==> src/rsw_defs.svh <==
`ifndef RSW_DEFS_SVH
`define RSW_DEFS_SVH

`define RSW_CTRL_OFF      8'h00
`define RSW_MODE_OFF      8'h04
`define RSW_STAT_OFF      8'h08
`define RSW_MASK_OFF      8'h0C
`define RSW_CNT_OFF       8'h10

`define RSW_CTRL_RESTART  0
`define RSW_MODE_RLD_MSB  11
`define RSW_MODE_RSTEN    13
`define RSW_MODE_DIS      15
`define RSW_STAT_EXPIRE   0
`define RSW_STAT_EARLY    1

`define RSW_RLD_RESET     12'hFFF
`define RSW_RSTEN_RESET   1'b1
`define RSW_DIS_RESET     1'b0

`define RSW_PRESCALE      8'h80
`define RSW_GUARD_SLOW    2'h3

`define RSW_RESP_OKAY     2'h0
`define RSW_RESP_SLVERR   2'h2

`endif

==> src/rsw_pkg.sv <==
package rsw_pkg;
  typedef logic [31:0] rsw_word_t;
  typedef logic [7:0]  rsw_addr_t;
  typedef logic [3:0]  rsw_strb_t;
  typedef enum logic [2:0] {
    RSW_ST_OFF = 3'b001,
    RSW_ST_RUN = 3'b010,
    RSW_ST_EXP = 3'b100
  } rsw_state_t;
endpackage

==> src/rsw_top.sv <==
// Functional notes
// - every reset returns all settings to defaults
// - main RC divided clock when enabled or when the primary watchdog runs on slow RC
// - 12-bit down counter loaded from reload value
// - counter steps on time base divided 128
// - reload value reads 0xFFF after reset
// - reset generation enable is 1 after reset
// - mode register write restarts the watchdog
//
// Our own choices: the placing of the registers and register access over AXI4-Lite.
`timescale 1ns/100ps
`include "rsw_defs.svh"
module rsw_top (
  input  wire logic              clk_sys_i,
  input  wire logic              sys_rst_i,
  input  wire logic              slow_clk_i,
  input  wire logic              rc_div_clk_i,
  input  wire logic              main_rc_oscillator_enable_i,
  input  wire logic              primary_watchdog_on_slow_rc_i,
  input  wire rsw_pkg::rsw_addr_t s_axi_awaddr,
  input  wire logic              s_axi_awvalid,
  output logic                   s_axi_awready,
  input  wire rsw_pkg::rsw_word_t s_axi_wdata,
  input  wire rsw_pkg::rsw_strb_t s_axi_wstrb,
  input  wire logic              s_axi_wvalid,
  output logic                   s_axi_wready,
  output logic [1:0]             s_axi_bresp,
  output logic                   s_axi_bvalid,
  input  wire logic              s_axi_bready,
  input  wire rsw_pkg::rsw_addr_t s_axi_araddr,
  input  wire logic              s_axi_arvalid,
  output logic                   s_axi_arready,
  output rsw_pkg::rsw_word_t     s_axi_rdata,
  output logic [1:0]             s_axi_rresp,
  output logic                   s_axi_rvalid,
  input  wire logic              s_axi_rready,
  output logic                   irq_o,
  output logic                   fault_o,
  output logic                   wdt_reset_o
);
  import rsw_pkg::*;

  function automatic logic hit(input rsw_addr_t a, input rsw_addr_t off);
    hit = (a[7:2] == off[7:2]);
  endfunction

  function automatic rsw_word_t merge(input rsw_word_t old, input rsw_word_t nw, input rsw_strb_t s);
    rsw_word_t r;
    r = old;
    for (int i = 0; i < 4; i++) begin
      if (s[i]) begin
        r[i*8 +: 8] = nw[i*8 +: 8];
      end
    end
    merge = r;
  endfunction

  // pin inputs through two flops
  logic [3:0] pins_s;
  rsw_sync #(.WIDTH(4)) u_sync (
    .clk_sys_i (clk_sys_i),
    .sys_rst_i (sys_rst_i),
    .async_i   ({primary_watchdog_on_slow_rc_i, main_rc_oscillator_enable_i, rc_div_clk_i, slow_clk_i}),
    .sync_o    (pins_s)
  );

  wire use_rc = pins_s[2] | pins_s[3];

  // write channel
  logic      aw_held_q;
  logic      w_held_q;
  rsw_addr_t awaddr_q;
  rsw_word_t wdata_q;
  rsw_strb_t wstrb_q;
  wire       aw_take  = s_axi_awvalid & s_axi_awready;
  wire       w_take   = s_axi_wvalid & s_axi_wready;
  wire       wr_do    = aw_held_q & w_held_q & ~s_axi_bvalid;
  wire       b_done   = s_axi_bvalid & s_axi_bready;
  wire       wr_ctrl  = wr_do & hit(awaddr_q, `RSW_CTRL_OFF);
  wire       wr_mode  = wr_do & hit(awaddr_q, `RSW_MODE_OFF);
  wire       wr_mask  = wr_do & hit(awaddr_q, `RSW_MASK_OFF);
  wire       wr_sts   = wr_do & hit(awaddr_q, `RSW_STAT_OFF);
  wire       wr_cnt   = wr_do & hit(awaddr_q, `RSW_CNT_OFF);
  wire       wr_ok    = wr_ctrl | wr_mode | wr_mask | wr_sts | wr_cnt;

  // read channel
  wire       ar_take  = s_axi_arvalid & s_axi_arready;
  wire       r_done   = s_axi_rvalid & s_axi_rready;
  wire       sel_ctrl = hit(s_axi_araddr, `RSW_CTRL_OFF);
  wire       sel_mode = hit(s_axi_araddr, `RSW_MODE_OFF);
  wire       sel_stat = hit(s_axi_araddr, `RSW_STAT_OFF);
  wire       sel_mask = hit(s_axi_araddr, `RSW_MASK_OFF);
  wire       sel_cnt  = hit(s_axi_araddr, `RSW_CNT_OFF);
  wire       rd_stat  = ar_take & sel_stat;

  // registers
  logic [11:0] reload_q;
  logic        rsten_q;
  logic        dis_q;
  logic [1:0]  stat_q;
  logic [1:0]  mask_q;
  logic [11:0] cnt_q;
  logic [11:0] cnt_d;
  logic [1:0]  guard_q;
  logic [1:0]  guard_d;
  rsw_state_t  st_q;
  rsw_state_t  st_d;

  rsw_word_t mode_word;
  rsw_word_t mode_new;
  rsw_word_t mask_new;
  assign mode_word = {16'h0000, dis_q, 1'b0, rsten_q, 1'b0, reload_q};
  assign mode_new  = merge(mode_word, wdata_q, wstrb_q);
  assign mask_new  = merge({30'h0, mask_q}, wdata_q, wstrb_q);

  wire [11:0] new_reload = mode_new[`RSW_MODE_RLD_MSB:0];
  wire        new_rsten  = mode_new[`RSW_MODE_RSTEN];
  wire        new_dis    = mode_new[`RSW_MODE_DIS];

  wire ctrl_restart = wr_ctrl & wstrb_q[0] & wdata_q[`RSW_CTRL_RESTART];
  wire restart      = ctrl_restart | wr_mode;
  // a mode write with disable set stops the count
  wire dis_next     = wr_mode ? new_dis : dis_q;

  // time base and prescaler
  logic tick;
  logic slow_edge;
  rsw_prescale u_pre (
    .clk_sys_i   (clk_sys_i),
    .sys_rst_i   (sys_rst_i),
    .use_rc_i    (use_rc),
    .slow_s_i    (pins_s[0]),
    .rc_s_i      (pins_s[1]),
    .restart_i   (restart),
    .tick_o      (tick),
    .slow_edge_o (slow_edge)
  );

  // watchdog state and counter
  wire        run_tick = (st_q == RSW_ST_RUN) & tick;
  // expiry on the tick that would reach zero
  wire        expire   = run_tick & (cnt_q <= 12'h001);
  wire [11:0] load_val = wr_mode ? new_reload : reload_q;

  always_comb begin
    st_d  = st_q;
    cnt_d = cnt_q;
    case (st_q)
      RSW_ST_OFF: begin
        if (restart && !dis_next) begin
          st_d = RSW_ST_RUN;
        end
      end
      RSW_ST_RUN: begin
        if (expire) begin
          st_d = RSW_ST_EXP;
        end
      end
      RSW_ST_EXP: begin
        if (restart) begin
          st_d = RSW_ST_RUN;
        end
      end
      default: st_d = RSW_ST_OFF;
    endcase
    if (run_tick) begin
      cnt_d = expire ? 12'h000 : 12'(cnt_q - 12'h001);
    end
    // restart wins over a tick in the same cycle for the count, but an expiring tick still moves RSW_ST_RUN to RSW_ST_EXP unless disable is set
    if (restart) begin
      cnt_d = load_val;
      if (dis_next) begin
        st_d = RSW_ST_OFF;
      end
    end
  end

  // restart guard counted in slow periods
  always_comb begin
    guard_d = guard_q;
    if (ctrl_restart) begin
      guard_d = `RSW_GUARD_SLOW;
    end else if (slow_edge && guard_q != 2'h0) begin
      guard_d = 2'(guard_q - 2'h1);
    end
  end

  wire early_mode = wr_mode & (guard_q != 2'h0);

  // sticky status, set wins over read clear
  logic [1:0] stat_d;
  assign stat_d = (stat_q & ~{2{rd_stat}}) | {early_mode, expire};

  rsw_word_t rd_mux;
  logic      rd_ok;
  // unmapped reads answer zero with an error
  assign rd_ok  = sel_ctrl | sel_mode | sel_stat | sel_mask | sel_cnt;
  assign rd_mux = sel_mode ? mode_word :
                  sel_stat ? {30'h0, stat_q} :
                  sel_mask ? {30'h0, mask_q} :
                  sel_cnt  ? {20'h0, cnt_q} : 32'h0000_0000;

  always_ff @(posedge clk_sys_i or posedge sys_rst_i) begin
    if (sys_rst_i) begin
      s_axi_awready <= 1'b1;
      s_axi_wready  <= 1'b1;
      aw_held_q     <= 1'b0;
      w_held_q      <= 1'b0;
      awaddr_q      <= 8'h00;
      wdata_q       <= 32'h0000_0000;
      wstrb_q       <= 4'h0;
      s_axi_bvalid  <= 1'b0;
      s_axi_bresp   <= `RSW_RESP_OKAY;
    end else begin
      // readies stay low until the response is taken
      if (aw_take) begin
        aw_held_q     <= 1'b1;
        awaddr_q      <= s_axi_awaddr;
        s_axi_awready <= 1'b0;
      end
      if (w_take) begin
        w_held_q     <= 1'b1;
        wdata_q      <= s_axi_wdata;
        wstrb_q      <= s_axi_wstrb;
        s_axi_wready <= 1'b0;
      end
      if (wr_do) begin
        s_axi_bvalid <= 1'b1;
        s_axi_bresp  <= wr_ok ? `RSW_RESP_OKAY : `RSW_RESP_SLVERR;
      end
      if (b_done) begin
        s_axi_bvalid  <= 1'b0;
        aw_held_q     <= 1'b0;
        w_held_q      <= 1'b0;
        s_axi_awready <= 1'b1;
        s_axi_wready  <= 1'b1;
      end
    end
  end

  always_ff @(posedge clk_sys_i or posedge sys_rst_i) begin
    if (sys_rst_i) begin
      s_axi_arready <= 1'b1;
      s_axi_rvalid  <= 1'b0;
      s_axi_rdata   <= 32'h0000_0000;
      s_axi_rresp   <= `RSW_RESP_OKAY;
    end else if (ar_take) begin
      s_axi_arready <= 1'b0;
      s_axi_rvalid  <= 1'b1;
      s_axi_rdata   <= rd_mux;
      s_axi_rresp   <= rd_ok ? `RSW_RESP_OKAY : `RSW_RESP_SLVERR;
    end else if (r_done) begin
      s_axi_arready <= 1'b1;
      s_axi_rvalid  <= 1'b0;
    end
  end

  always_ff @(posedge clk_sys_i or posedge sys_rst_i) begin
    if (sys_rst_i) begin
      reload_q <= `RSW_RLD_RESET;
      rsten_q  <= `RSW_RSTEN_RESET;
      dis_q    <= `RSW_DIS_RESET;
      mask_q   <= 2'h0;
    end else begin
      if (wr_mode) begin
        reload_q <= new_reload;
        rsten_q  <= new_rsten;
        dis_q    <= new_dis;
      end
      if (wr_mask) begin
        mask_q <= mask_new[1:0];
      end
    end
  end

  // output next values
  logic exp_next;
  logic rsten_next;
  logic irq_next;
  assign exp_next   = (st_d == RSW_ST_EXP);
  assign rsten_next = wr_mode ? new_rsten : rsten_q;
  assign irq_next   = |(stat_d & mask_q);

  // default watchdog running from reset
  always_ff @(posedge clk_sys_i or posedge sys_rst_i) begin
    if (sys_rst_i) begin
      st_q        <= RSW_ST_RUN;
      cnt_q       <= `RSW_RLD_RESET;
      guard_q     <= 2'h0;
      stat_q      <= 2'h0;
      irq_o       <= 1'b0;
      fault_o     <= 1'b0;
      wdt_reset_o <= 1'b0;
    end else begin
      st_q        <= st_d;
      cnt_q       <= cnt_d;
      guard_q     <= guard_d;
      stat_q      <= stat_d;
      irq_o       <= irq_next;
      fault_o     <= exp_next;
      wdt_reset_o <= exp_next & rsten_next;
    end
  end
endmodule

==> src/rsw_sync.sv <==
`timescale 1ns/100ps
module rsw_sync #(
  parameter int WIDTH = 4
) (
  input  wire logic             clk_sys_i,
  input  wire logic             sys_rst_i,
  input  wire logic [WIDTH-1:0] async_i,
  output logic      [WIDTH-1:0] sync_o
);
  logic [WIDTH-1:0] meta_q;

  genvar g;
  generate
    for (g = 0; g < WIDTH; g++) begin : g_bit
      always_ff @(posedge clk_sys_i or posedge sys_rst_i) begin
        if (sys_rst_i) begin
          meta_q[g] <= 1'b0;
          sync_o[g] <= 1'b0;
        end else begin
          meta_q[g] <= async_i[g];
          sync_o[g] <= meta_q[g];
        end
      end
    end
  endgenerate
endmodule

==> src/rsw_prescale.sv <==
`timescale 1ns/100ps
`include "rsw_defs.svh"
module rsw_prescale (
  input  wire logic clk_sys_i,
  input  wire logic sys_rst_i,
  input  wire logic use_rc_i,
  input  wire logic slow_s_i,
  input  wire logic rc_s_i,
  input  wire logic restart_i,
  output logic      tick_o,
  output logic      slow_edge_o
);
  logic       slow_prev_q;
  logic       rc_prev_q;
  logic [6:0] div_q;
  logic [6:0] div_d;
  wire        slow_rise = slow_s_i & ~slow_prev_q;
  wire        rc_rise   = rc_s_i & ~rc_prev_q;
  wire        base_rise = use_rc_i ? rc_rise : slow_rise;
  wire        div_wrap  = base_rise && ({1'b0, div_q} == 8'(`RSW_PRESCALE - 8'h01));

  // divide selected time base by 128
  assign div_d = restart_i ? 7'h00 : (base_rise ? 7'(div_q + 7'h01) : div_q);

  always_ff @(posedge clk_sys_i or posedge sys_rst_i) begin
    if (sys_rst_i) begin
      slow_prev_q <= 1'b0;
      rc_prev_q   <= 1'b0;
      div_q       <= 7'h00;
      tick_o      <= 1'b0;
      slow_edge_o <= 1'b0;
    end else begin
      slow_prev_q <= slow_s_i;
      rc_prev_q   <= rc_s_i;
      div_q       <= div_d;
      tick_o      <= div_wrap & ~restart_i;
      slow_edge_o <= slow_rise;
    end
  end
endmodule

==> config.mk <==
export PLATFORM = sky130hd
export DESIGN_NAME = rsw_top
export DESIGN_NICKNAME = d
export VERILOG_FILES = /design/src/rsw_pkg.sv /design/src/rsw_top.sv /design/src/rsw_sync.sv /design/src/rsw_prescale.sv
export VERILOG_INCLUDE_DIRS = /design/src /design/src/src
export SDC_FILE = /design/constraint.sdc
export NUM_CORES = 1
export LEC_CHECK = 0
export BUFFER_PORTS_ARGS = -buffer_cell sky130_fd_sc_hd__buf_2
export CAP_MARGIN = 30
export CORE_UTILIZATION = 49
export DETAILED_ROUTE_END_ITERATION = 6
export GPL_TIMING_DRIVEN = 0
export PLACE_DENSITY = 0.74
export REMOVE_ABC_BUFFERS = 1
export SETUP_SLACK_MARGIN = 0.15
export SYNTH_ARGS = -nofsm -noshare
export SYNTH_HDL_FRONTEND = slang
export SYNTH_HIERARCHICAL = 1
export SYNTH_SLANG_ARGS = --single-unit
==> constraint.sdc <==
create_clock -name clk_sys_i -period 2.3 [get_ports clk_sys_i]
set_input_delay 0.345 -clock clk_sys_i [delete_from_list [all_inputs] [get_ports clk_sys_i]]
set_output_delay 0.345 -clock clk_sys_i [all_outputs]
set_load 0.01 [all_outputs]
Yosys cells after proc, flatten, opt, wreduce, memory -nomap -nowiden
Cells that the tools add are included.
{"block": "word_totals", "regBits": 126, "in_bits": 63, "out_inout_bits": 44}
{"block": "op_classes", "addsub": 3, "magnitude_cmp": 1, "n_eq_ne": 13, "n_mux": 39, "bitwise_logic": 40, "n_reduce_logical": 16}
{"cell": "$mux 12", "count": 7}
{"cell": "$eq 6x2->1 const B", "count": 4}
{"cell": "$and 1x1->1", "count": 22}
{"cell": "$mux 1", "count": 17}
{"cell": "$mux 16", "count": 1}
{"cell": "$mux 8", "count": 2}
{"cell": "$reduce_bool 2->1", "count": 8}
{"cell": "$mux 3", "count": 5}
{"cell": "$mux 7", "count": 2}
{"cell": "$eq 6x1->1 const B", "count": 2}
{"cell": "$eq 6x3->1 const B", "count": 2}
{"cell": "$le 12x1->1 const B", "count": 1}
{"cell": "$logic_not 6->1", "count": 2}
{"cell": "$sub 12x1->12 const B", "count": 1}
{"cell": "$or 1x1->1", "count": 10}
{"cell": "$pmux 3 s3", "count": 1}
{"cell": "$mux 2", "count": 4}
{"cell": "$add 7x1->7 const B", "count": 1}
{"cell": "$eq 7x7->1 const B", "count": 1}
{"cell": "$eq 3x3->1 const B", "count": 2}
{"cell": "$and 2x2->2", "count": 2}
{"cell": "$not 1->1", "count": 4}
{"cell": "$eq 3x1->1 const B", "count": 1}
{"cell": "$eq 3x2->1 const B", "count": 1}
{"cell": "7 further kinds", "count": 9}

Depth between registers and ports, before layout
{"block": "depth", "word_depth": 13, "ltp_mapped": 8}

Modules after synthesis
The synthesis kept the hierarchy.
{"module": "rsw_top", "instances": 1, "cells_each": 350, "area_per_inst_um2": 4012.6, "seq_area_each_um2": 2113.3}
{"module": "rsw_prescale", "instances": 1, "cells_each": 52, "area_per_inst_um2": 556.8, "seq_area_each_um2": 275.3}
{"module": "rsw_sync", "instances": 1, "cells_each": 9, "area_per_inst_um2": 203.9, "seq_area_each_um2": 200.2}

Worst setup path after synthesis
No wires, ideal clock.
{"block": "synth_timing", "path_kind": "register -> register", "startpoint": "register cnt_q[0]", "endpoint": "register cnt_q[11]", "arrival_ps": 2045, "t_required_ps": 2225, "path_slack_ps": 180, "stages_incl_launch_ff": 8, "period_less_slack_ps": 2120, "path_cell_list": "dfstp_2 inv_1 ha_1 or2_2 nand4b_1 clkbuf_1 or3b_2 a2bb2oi_1"}
{"block": "synth_via", "elab_chain_cells": 5}
{"element": "start, declared", "line": "rsw_top.sv:102", "text": "logic [11:0] cnt_q;"}
{"element": "start signal, assigned", "line": "rsw_top.sv:288", "text": "cnt_q <= `RSW_RLD_RESET;"}
{"element": "start signal, assigned", "line": "rsw_top.sv:296", "text": "cnt_q <= cnt_d;"}
{"element": "$le 12x1->1", "line": "rsw_top.sv:142", "text": "wire expire = run_tick & (cnt_q <= 12'h001);"}
{"element": "$and 1x1->1", "line": "rsw_top.sv:142"}
{"element": "$mux 12 *", "line": "rsw_top.sv:167", "text": "cnt_d = expire ? 12'h000 : 12'(cnt_q - 12'h001);"}
{"element": "$mux 12 *", "line": "rsw_top.sv:166", "text": "if (run_tick) begin"}
{"element": "$mux 12 *", "line": "rsw_top.sv:170", "text": "if (restart) begin"}
Mark *: on every way between the ends. The rest lies on a longest branch, timed or not. The select of a mux whose other input is x is not followed.
A chain may end at the register's enable or synchronous reset.

Worst setup path after layout
{"block": "layout_timing", "startpoint": "register cnt_q[1]", "endpoint": "register cnt_q[5]"}
The elaborated chain is that of the path after synthesis.

==> impl_results.md <==
* Maximum VDD drop at 568 µV
* Layout cell share with drive strength beyond 1 at 0.377
* Cells after Synth at 411
* Worst Hold End: u_sync/meta_q[0]
* Max clock buf depth at 2
* Min Tclk post-route at 2.08 ns
* Worst setup EP type: flop
* Final number of setup-violating endpoints at 0
* Measured slew at the worst slew-check pin at 0.994 ns
* Tcrit/Tclk final at 0.904
* Sequential-to-total area share from yosys stat at 0.542
* Area Growth Syn to Fin at 14.5%
* Post-DRT Antenna Nets at 0
* Max-cap violations at 0
* PD cells at 1030 mW/mm²
* DRT Wirelength at 8960 µm
* Antenna violations before repair at 0
* Worst reg-to-reg path cell count at 7
* Hold path startpoint: slow_clk_i
* Setup CP Type: reg2reg
* Pre-antenna DRT Iters at 4
* Initial DRC count at 115
* Clock root cell: clkbuf_8
* Synth Cell Area at 0.00477 mm²
* LEAKAGE at 0.00246 µW
* Congestion Overflow GR at 0
* DP Area at 0.00512 mm²
* Worst-path clk slew at 0.10 ns
* Outcome: complete, no violations
* Routability cong. at 0.798
* # port buffers at 62
* Largest net degree at the start of global routing at 76
* Vias in the first global route at 3,419
* Worst endpoint data arrival time at 2.35 ns
* Layout Nets at 545
* Cts bufs inserted at 9
* Mean Syn Cell Area at 11.6 µm²
* Final Non-Filler Cells at 612
* Via count at 3,337
* Commonest cells post-synth: dfrtp_1, mux2_2, dfstp_2, nand2_1, o21ai_0
* Slew Limit Fails at 0
* Tot Pwr at 5620 µW
* Inst Count DP at 586
* Worst Setup Start Kind: flop
* Post-Layout Inst Area at 0.00546 mm²
* Ys async rst share at 1.00
* Endpoint of the lowest-slack register-to-register path: cnt_q[5]
* # DRC at 0
* Max H-tree Level at 3
* Count leader, synth: dfrtp_1
* Die Area at 0.0101 mm²
* Max Freq at 481 MHz
* Antenna Cells at 0
* Clk sink count at 102
* Die height at 101 µm
* Chip Width at 101 µm
* Worst Path Required at 2.57 ns
* Wire length of the first global-routing pass at 15,500 µm
* Clock latency on the worst-skew pair at 0.35 ns
* Yosys reg bits at 102
* Initial Util at 0.512
* Worst hold path type: in2reg
* Unique masters post-synth at 61
* Core Region at 0.00933 mm²
* Row Count at 35
* Global-route total usage across every layer at 0.196
* Slew HR at 0.336
* Syn. warnings at 6
* Post-DP HPWL at 6230 µm
* Fill cell count at 795
* Worst R2R Start: cnt_q[1]
* Fin util at 0.586
* I/O pins at 107
* Synth area leader: dfrtp_1
* RSZ-0062 raised after global routing: yes
* Avg WL per Cell at 14.6 µm
* Ranking of synthesized cells by area: dfrtp_1, dfstp_2, mux2_2
* Worst Hold Depth at 1
* CP max FO at 5
* Number of enable flip-flop cells after synthesis at 0
* Worst hold slack at 0.0898 ns
* Reg2reg setup slack at 0.22 ns
* DR vias/cell at 5.45
* Ys flop type: dfrtp_1
* Setup Skew at 0.0124 ns
* CTS tree: built
* Hold violation count in the final report at 0
* Area share of the largest cell type after synthesis at 0.383
routing by layer:
metal	wire length (µm)	track usage	part of all wire
met1	3960	0.242	0.44
met2	4550	0.335	0.51
met3	298	0.0416	0.033
met4	157	0.0825	0.018
met5	0	0	0
worst max-delay path, stage by stage, from the launching register on:
cell	delay, ns
dfstp_2	0.58
inv_1	0.07
ha_1	0.22
or2_2	0.31
nand4b_1	0.16
buf_4	0.15
or3b_1	0.34
a2bb2oi_1	0.18
cell type report:
class	count	area, µm²	share of cell area
clock buffers	10	128	0.0234
repair buffers	72	408	0.0747
repair inverters	1	7.51	0.00137
multi-input cells	275	1990	0.364
well taps	129	161	0.0295
inverters	17	70.1	0.0128
flip-flops and latches	102	2590	0.474
clock inverters	6	111	0.0204
worst max-delay path by stage:
stage,start,endpoint
after CTS,cnt_q[0],cnt_q[5]
final,cnt_q[1],cnt_q[5]
after global placement,sys_rst_i,wdata_q[7]
after floorplan,sys_rst_i,aw_held_q
after detailed placement,awaddr_q[7],u_pre/div_q[5]
after global routing,cnt_q[1],cnt_q[5]
cells by family (layout without fill, tap and decap cells):
group / count (synthesis) / in the layout / share of synthesized area
flops: 102 / 102 / 0.542
fa+ha+maj: 4 / 4 / 0.0105
mux: 51 / 51 / 0.119
buf+inv: 53 / 106 / 0.0598
xor+xnor: 5 / 5 / 0.00918
other cells: 1 / 20 / 0.000786
simple gates: 106 / 106 / 0.132
compound gates: 89 / 89 / 0.126
through the flow:
stage                     setup TNS (ns)  setup WS [ns]
after floorplan                    -7.23         -0.134
after global placement            -68.24          -1.04
after detailed placement           -5.53         -0.390
after CTS                              0          0.189
after global routing                   0          0.139
final                                  0          0.220
state kept, by name, summed over array words and instances (netlist names), 2 cells and up:
name           count
awaddr_q           6
mask_q             2
u_sync/sync_o      4
cnt_q             12
st_q               3
u_pre/div_q        7
u_sync/meta_q      4
wdata_q           14
guard_q            2
wstrb_q            2
stat_q             2
reload_q          12
s_axi_rdata       14
power by group:
part	switching (µW)	total, µW	internal, µW
combinational	698	1480	784
sequential	461	2830	2370
clock	582	1310	723
total	1740	5620	3880
cells in the final DEF, fill, tap and decap left out, types with 6 or more instances in the layout:
cell,instances
nand2_1,29
a22oi_1,12
dfstp_2,29
mux2_2,46
nor2_1,13
buf_4,8
nand3_1,9
inv_1,15
nor2b_1,6
o21ai_0,25
clkbuf_8,9
dfrtp_1,72
conb_1,20
nand2b_1,6
buf_2,62
a21oi_1,19
timing repair:
action | in CTS | in global routing
buffers inserted | 6 | 2
resized for setup | 4 | 2
cloned | 1 | 0
setup endpoints to repair | 23 | 10
pin swaps | 0 | 1
endpoints found under the hold margin | 15 | 0
hold buffers | 1 | 0
No activity file was read; power rests on OpenSTA's default activity.
